===== config.mk =====
export PLATFORM = sky130hd
export DESIGN_NAME = cdt_timer
export DESIGN_NICKNAME = d
export VERILOG_FILES = /design/src/logic/cdt_pkg.sv /design/src/logic/cdt_tick_if.sv /design/src/logic/cdt_timer.sv /design/src/logic/cdt_prescaler.sv
export SDC_FILE = /design/constraint.sdc
export NUM_CORES = 1
export LEC_CHECK = 0
export BUFFER_PORTS_ARGS = -buffer_cell sky130_fd_sc_hd__buf_2
export CAP_MARGIN = 5
export CORE_UTILIZATION = 45
export DETAILED_ROUTE_END_ITERATION = 8
export RECOVER_POWER = 50
export SYNTH_ARGS = -nofsm -noshare
export SYNTH_HDL_FRONTEND = slang
export SYNTH_SLANG_ARGS = --single-unit

===== constraint.sdc =====
create_clock -name clk -period 2.75 [get_ports clk]
set_clock_uncertainty 0.2 [all_clocks]
set_input_delay 0.1375 -clock clk [delete_from_list [all_inputs] [get_ports clk]]
set_output_delay 0.1375 -clock clk [all_outputs]
set_load 0.02 [all_outputs]

===== src/logic/cdt_pkg.sv =====
// constants shared by the countdown timer and its prescaler
// assumes a single 100 MHz clock and active-low asynchronous reset
package cdt_pkg;
    // ****************************************
    // clock and time base
    // ****************************************
    localparam int CLK_PERIOD_NS = 10;
    // base tick of 8192 Hz, period 1/8192 s rounded down to whole ns
    localparam int TICK8K_PERIOD_NS = 122070;
    localparam int TICK8K_CYCLES = TICK8K_PERIOD_NS / CLK_PERIOD_NS;
    localparam int TICK_CNT_W = 14;

    // ****************************************
    // source derivation from the 8192 Hz base
    // ****************************************
    localparam int SEC_CNT_W = 13;               // 8192 base ticks per second
    localparam logic [6:0] DIV64_LAST = 7'h7f;   // 128 base ticks per 64 Hz tick
    localparam logic [5:0] MIN_LAST = 6'h3b;     // 60 seconds per minute tick
    localparam logic [SEC_CNT_W:0] STEP_NORMAL = 14'h0001;
    localparam logic [SEC_CNT_W:0] STEP_ADD = 14'h0002;
    localparam logic [SEC_CNT_W:0] STEP_DROP = 14'h0000;

    // ****************************************
    // source select codes
    // ****************************************
    localparam logic [1:0] SRC_4K = 2'h0;
    localparam logic [1:0] SRC_64 = 2'h1;
    localparam logic [1:0] SRC_1HZ = 2'h2;
    localparam logic [1:0] SRC_MIN = 2'h3;

    // ****************************************
    // interrupt pulse widths in 8192 Hz ticks
    // ****************************************
    localparam logic [7:0] PW_4K_ONE = 8'h01;    // 1/8192 s
    localparam logic [7:0] PW_4K = 8'h02;        // 1/4096 s
    localparam logic [7:0] PW_64_ONE = 8'h40;    // 1/128 s
    localparam logic [7:0] PW_LONG = 8'h80;      // 1/64 s

    // ****************************************
    // reset and expiry count values
    // ****************************************
    localparam logic [7:0] COUNT_RESET = 8'h00;
    localparam logic [7:0] COUNT_ONE = 8'h01;
endpackage


===== src/logic/cdt_tick_if.sv =====
// source clock enables passed from the prescaler to the timer
// assumes every tick is a one-cycle pulse on the system clock
`timescale 1ns/1ps
interface cdt_tick_if;
    logic tick_8k;
    logic tick_4k;
    logic tick_64;
    logic tick_1hz;
    logic tick_min;
    modport src (output tick_8k, output tick_4k, output tick_64, output tick_1hz,
                 output tick_min);
    modport dst (input tick_8k, input tick_4k, input tick_64, input tick_1hz,
                 input tick_min);
endinterface


===== src/logic/cdt_timer.sv =====
// countdown timer with reload, sticky flag and interrupt pin drive
// assumes control inputs are synchronous levels, writes and clears are pulses
`timescale 1ns/1ps

// Summary of operation
// - source select picks 4096, 64, 1, 1/60 Hz
// - 8-bit counter decrements once per source tick
// - zero reload value stops the countdown
// - at one: set flag, reload, continue
// - count readback shows the live counter
// - new reload value takes effect immediately
// - stored value reloads intact every later period
// - first period may last n-1 to n
// - flag stays set until software clears it
// - pulse mode bit selects pulse or level
// - disabled interrupt keeps pin idle, flag still sets
// - 1 Hz and minute periods include trim pulses
// - pulse width depends on source and n
// - flag and interrupt assert in same cycle
// - mode bit 0 gives level following flag
// - interrupt enable resets to zero
module cdt_timer #(
    parameter int TICK_CYCLES = cdt_pkg::TICK8K_CYCLES
) (
    // clock and reset
    input wire logic clk,
    input wire logic reset_n,
    // control levels
    input wire logic [1:0] source_select,
    input wire logic count_enable,
    input wire logic timer_irq_enable,
    input wire logic irq_pulse_mode,
    // value write and flag clear
    input wire logic value_wr,
    input wire logic [7:0] value_wdata,
    input wire logic flag_clr,
    // offset trim pulses
    input wire logic trim_add,
    input wire logic trim_drop,
    // status
    output logic [7:0] count_value,
    output logic [7:0] reload_value,
    output logic countdown_flag,
    // open-drain interrupt pin, active low
    output logic irq_n_out,
    output logic irq_n_oe
);
    typedef struct packed {
        logic [7:0] count;
        logic [7:0] reload;
        logic flag;
        logic [7:0] pulse_cnt;
        logic irq;
    } cdt_timer_s;

    cdt_timer_s st;
    cdt_timer_s next_st;
    logic src_tick;
    logic expire;
    logic [7:0] width;

    cdt_tick_if ticks ();

    // ****************************************
    // source clock enables
    // ****************************************
    cdt_prescaler #(
        .TICK_CYCLES(TICK_CYCLES)
    ) u_pre (
        .clk(clk),
        .reset_n(reset_n),
        .trim_add(trim_add),
        .trim_drop(trim_drop),
        .ticks(ticks.src)
    );

    // ****************************************
    // countdown, flag and interrupt
    // ****************************************
    always_comb begin
        next_st = st;
        // pick the source tick
        case (source_select)
            cdt_pkg::SRC_4K: src_tick = ticks.tick_4k;
            cdt_pkg::SRC_64: src_tick = ticks.tick_64;
            cdt_pkg::SRC_1HZ: src_tick = ticks.tick_1hz;
            cdt_pkg::SRC_MIN: src_tick = ticks.tick_min;
            default: src_tick = 1'b0;
        endcase
        // pulse width per source and loaded value
        case (source_select)
            cdt_pkg::SRC_4K: width = (st.reload == cdt_pkg::COUNT_ONE) ?
                cdt_pkg::PW_4K_ONE : cdt_pkg::PW_4K;
            cdt_pkg::SRC_64: width = (st.reload == cdt_pkg::COUNT_ONE) ?
                cdt_pkg::PW_64_ONE : cdt_pkg::PW_LONG;
            default: width = cdt_pkg::PW_LONG;
        endcase
        // free-running source gives first period n-1 to n
        expire = 1'b0;
        if (value_wr) begin
            next_st.reload = value_wdata;
            next_st.count = value_wdata;
        end else if (count_enable && src_tick && st.count != cdt_pkg::COUNT_RESET) begin
            if (st.count == cdt_pkg::COUNT_ONE) begin
                expire = 1'b1;
                next_st.count = st.reload;
            end else begin
                next_st.count = st.count - 1'b1;
            end
        end
        // sticky flag, set wins over clear
        if (expire) begin
            next_st.flag = 1'b1;
        end else if (flag_clr) begin
            next_st.flag = 1'b0;
        end
        // pulse length counter in 8192 Hz ticks
        if (expire) begin
            next_st.pulse_cnt = width;
        end else if (ticks.tick_8k && st.pulse_cnt != '0) begin
            next_st.pulse_cnt = st.pulse_cnt - 1'b1;
        end
        // pin follows next state so flag and pin rise together
        if (!timer_irq_enable) begin
            next_st.irq = 1'b0;
        end else if (irq_pulse_mode) begin
            next_st.irq = (next_st.pulse_cnt != '0);
        end else begin
            next_st.irq = next_st.flag;
        end
    end

    // state register, enable bits are inputs reset by their owner
    always_ff @(posedge clk or negedge reset_n) begin
        if (!reset_n) begin
            st <= '0;
        end else begin
            st <= next_st;
        end
    end

    // outputs straight from flops
    assign count_value = st.count;
    assign reload_value = st.reload;
    assign countdown_flag = st.flag;
    assign irq_n_out = 1'b0 & st.irq;
    assign irq_n_oe = st.irq;
endmodule


===== src/logic/cdt_prescaler.sv =====
// prescaler: free-running source enables for the countdown timer
// assumes trim inputs are one-cycle pulses from the offset trim logic
`timescale 1ns/1ps
module cdt_prescaler #(
    parameter int TICK_CYCLES = cdt_pkg::TICK8K_CYCLES
) (
    // clock and reset
    input wire logic clk,
    input wire logic reset_n,
    // offset trim requests
    input wire logic trim_add,
    input wire logic trim_drop,
    // source enables
    cdt_tick_if.src ticks
);
    typedef struct packed {
        logic [cdt_pkg::TICK_CNT_W-1:0] clk_cnt;
        logic [6:0] div64;
        logic [cdt_pkg::SEC_CNT_W-1:0] sec_cnt;
        logic [5:0] min_cnt;
        logic half;
        logic t8k;
        logic t4k;
        logic t64;
        logic t1hz;
        logic tmin;
    } cdt_pre_s;

    localparam logic [cdt_pkg::TICK_CNT_W-1:0] LAST =
        cdt_pkg::TICK_CNT_W'(TICK_CYCLES - 1);

    cdt_pre_s st;
    cdt_pre_s next_st;
    logic base;
    logic [cdt_pkg::SEC_CNT_W:0] sec_sum;

    // ****************************************
    // divider chain
    // ****************************************
    always_comb begin
        next_st = st;
        base = (st.clk_cnt == LAST);
        next_st.clk_cnt = base ? '0 : st.clk_cnt + 1'b1;
        // seconds path carries correction pulses
        if (trim_add) begin
            sec_sum = {1'b0, st.sec_cnt} + cdt_pkg::STEP_ADD;
        end else if (trim_drop) begin
            sec_sum = {1'b0, st.sec_cnt} + cdt_pkg::STEP_DROP;
        end else begin
            sec_sum = {1'b0, st.sec_cnt} + cdt_pkg::STEP_NORMAL;
        end
        next_st.t8k = base;
        next_st.t4k = base & st.half;
        next_st.t64 = base & (st.div64 == cdt_pkg::DIV64_LAST);
        next_st.t1hz = base & sec_sum[cdt_pkg::SEC_CNT_W];
        next_st.tmin = next_st.t1hz & (st.min_cnt == cdt_pkg::MIN_LAST);
        if (base) begin
            next_st.half = ~st.half;
            next_st.div64 = st.div64 + 1'b1;
            next_st.sec_cnt = sec_sum[cdt_pkg::SEC_CNT_W-1:0];
            if (next_st.t1hz) begin
                next_st.min_cnt = next_st.tmin ? '0 : st.min_cnt + 1'b1;
            end
        end
    end

    // state register
    always_ff @(posedge clk or negedge reset_n) begin
        if (!reset_n) begin
            st <= '0;
        end else begin
            st <= next_st;
        end
    end

    assign ticks.tick_8k = st.t8k;
    assign ticks.tick_4k = st.t4k;
    assign ticks.tick_64 = st.t64;
    assign ticks.tick_1hz = st.t1hz;
    assign ticks.tick_min = st.tmin;
endmodule


==> impl_metrics.csv <==
group,metric,value,unit
outcome,run_status,"finished, final reports clean",
yosys,ys_seq_area_share,47.37,%
yosys,synth.area.mux_share,2.533,%
die,start_util,46.29,%
setup_path,end_kind,"flip-flop",
min_path,hp-class,"primary input to flip-flop",
yosys,synth_top_area_share,47.37,%
sta,hold_viol_final,0,
clock_tree,numCtsBuffers,9,
sta,tightestPinTransition,860.8,ps
global_routing,grt_max_degree,58,
global_routing,grt_pass1_vias,2668,
placement,placed_cells,518,
setup_path,rrSetupSlack,150,ps
setup_path,crit_type,"flip-flop to flip-flop",
clock_tree,cts_num_sinks,72,
yosys,postSynthCellCount,400,
placement,dpl.hpwl,4988,um
sta,whs,77.96,ps
layout,fin_util,52.90,%
placement,numPortBuffers,36,
yosys,synth_fa_ha_area_share,3.289,%
clock_tree,insertion_delay,340,ps
setup_path,critPathLaunch,"u_pre.st[32]$_DFF_PN0_",
setup_path,crit_path_max_fanout,26,
setup_path,cp.arrival,2680,ps
global_routing,grt.total_usage,18.05,%
yosys,synth_top_area_cell,"dfrtp_1",
yosys,synth_edf_count,0,
setup_path,rr_worst_depth,9,
clock_tree,clockBufferDepth,2,
layout,drive_gt1_share,14.16,%
yosys,synthDistinctLibCells,53,
die,dieArea,8824,um^2
clock_tree,clkSlewWorstSetupHoldPaths,70,ps
yosys,synthFlopType,"dfrtp_1",
min_path,hold_path_end,"count_value[2]$_DFFE_PN0P_",
die,die_h,93.94,um
global_routing,antenna_found_initial,0,
sta,min_period_over_period,94.67,%
clock_tree,cts_tree,"yes",
drt,drtPass1Iterations,5,
drt,ant_nets,0,
die,io_pins,38,
layout,stdcell_area,4347,um^2
sta,fin_setup_tns,0,ps
layout,area_delta_synth_final,14.28,%
die,core_area,8217,um^2
yosys,synth_top_family_by_area,"simple AND/OR/NAND/NOR gates",
clock_tree,clockRootBuffer,"clkbuf_8",
sta,setup_slack,146.6,ps
drt,drt-total-wl,7345,um
setup_path,r2r-end,"u_pre.st[13]$_DFFE_PN0P_",
placement,place_area,3993,um^2
pwr,p_total,2.047,mW
placement,dp_slack,300.5,ps
yosys,synth.cell_area,3804,um^2
pwr,ir_worst_vdd,0.0002974,V
sta,fin_crit,2603,ps
die,rows,33,
yosys,synth-compound-area-share,12.99,%
layout,stdcell_count,550,
yosys,synth_area_leaders,"dfrtp_1, o21ai_0, xnor2_1, nand2_1, nor2_1",
flow_run,cap_viol_max_count,0,
yosys,synth_area_per_cell,9.509,um^2
yosys,synth-seq-cells,72,
yosys,async_reset_ff_share,100.0,%
min_path,min_path_cells,3,
placement,place_congestion,0.8368,
yosys,yosys_warnings,0,
drt,drt-initial-drc-count,103,
sta,setup_violations,0,
die,die_x,93.94,um
sta,clock.fmax,0.3841,GHz
sta,slew_viol_final,0,
setup_path,rr_startpoint,"u_pre.st[32]$_DFF_PN0_",
setup_path,required,2830,ps
yosys,synthXorXnorAreaFrac,6.908,%
drt,via_count,2901,
layout,layout.nets,471,
pwr,powerDensity,471.0,nW/um^2
drt,drc,0,
pwr,p_leak,1.959,nW
yosys,synth_nets,429,
sta,max-slew-margin-rel,42.61,%
global_routing,grt_overflow_total,0,
yosys,yosys.area_share.simple,20.10,%
global_routing,grt_pass1_wl,12380,um
clock_tree,htree_levels,3,
layout,antenna_cells,0,
setup_path,start_kind,"flip-flop",
drt,wl_per_cell,13.35,um
min_path,hp-start,"value_wr",
drt,routed_via_density,5.275,
## flip-flops by register name (all words and copies together), names as in the netlist
name                  flops
countdown_flag            1
u_pre.ticks.tick_1hz      1
u_pre.st                 41
irq_n_oe                  1
u_pre.ticks.tick_4k       1
u_pre.ticks.tick_8k       1
u_pre.ticks.tick_64       1
reload_value              8
st                        8
u_pre.ticks.tick_min      1
count_value               8
## cells by family after synthesis
logic type | Yosys count
AOI/OAI and AO/OA | 84
xor gates and xnor gates | 30
adders and majority gates | 10
buffers and inverters | 50
DFF | 72
muxes | 8
other | 1
and+or+nand+nor | 145
## layer usage
layer	up-vias	global-route usage, %	share of wire [%]
met1	1378	23.92	47
met2	53	28.35	47
li1	1459	-	-
met4	0	5.000	1.2
met3	11	5.744	4.3
met5	-	0	0
## area by class of cell
type | instances | area [um^2]
Timing Repair Buffer | 59 | 409.1
Inverter | 22 | 82.58
Multi-Input combinational cell | 278 | 1749
Clock buffer | 14 | 172.7
Sequential cell | 72 | 1802
Fill cell | 751 | 3870
Tap cell | 105 | 131.4
## power by group
group	leakage (nW)	switching, mW	internal [mW]
Combinational	0.950	0.115	0.0727
Sequential	0.921	0.0299	1.08
Clock	0.0886	0.356	0.393
## worst max-delay path by stage
| stage | end | slack [ps] | cells past startpoint |
|---|---|---|---|
| final | u_pre.st[13]$_DFFE_PN0P_ | 150 | 9 |
| after global routing | u_pre.st[13]$_DFFE_PN0P_ | -0.2 | 9 |
| after CTS | u_pre.st[13]$_DFFE_PN0P_ | 80 | 9 |
| after detailed placement | irq_n_oe$_DFF_PN0_ | 300 | 6 |
| after global placement | st[1]$_DFF_PN0_ | 370 | 5 |
| after floorplan | st[1]$_DFF_PN0_ | 440 | 6 |
## worst max-delay path, cell delays in order (launching register included)
cell and delay (ps):
dfrtp_1 420, inv_1 70, ha_1 130, nor4bb_1 260
and4_4 300, buf_12 170, nand2_1 90, mux2_2 250
o21ai_0 70, dlygate4sd3_1 570
## timing repair
| item | CTS | global route |
|---|---|---|
| hold buffers | 18 | 0 |
| gates resized for setup | 0 | 5 |
| endpoints found under the hold margin | 95 | 0 |
| setup endpoints to repair | 0 | 1 |
| buffers inserted | 0 | 0 |
## synth_stat cells (3+ instances only)
library cell  number
dfrtp_1           72
nand2_1           39
nor2_1            38
o21ai_0           34
a21oi_1           21
inv_1             21
xnor2_1           19
buf_4             17
nand3_1           14
xor2_1            11
ha_1              10
and3_1             8
clkbuf_1           7
a211oi_1           6
nand2b_1           6
nand4_1            6
nor3_1             5
o31ai_1            5
and4_1             4
mux2i_1            4
or4_1              4
a31oi_1            3
buf_2              3
mux2_2             3
nor4_1             3
or3_1              3
## cells in the final DEF (no fill, tap or decap), drive strengths merged, types with 3 or more instances in the layout
cell         instances
mux2                 3
xor2                11
clkbuf              16
and4                 4
nor2                38
dlygate4sd3         18
a21oi               21
ha                  10
o31ai                5
nand4                6
a211oi               6
xnor2               19
or3                  3
inv                 22
nand3               14
mux2i                4
nor4                 5
and3                 8
nor3                 5
o21ai               36
nand2               40
nand2b               6
a31oi                3
or4                  4
dfrtp               72
buf                 39
Note: power is estimated with default switching activity, not from simulation.
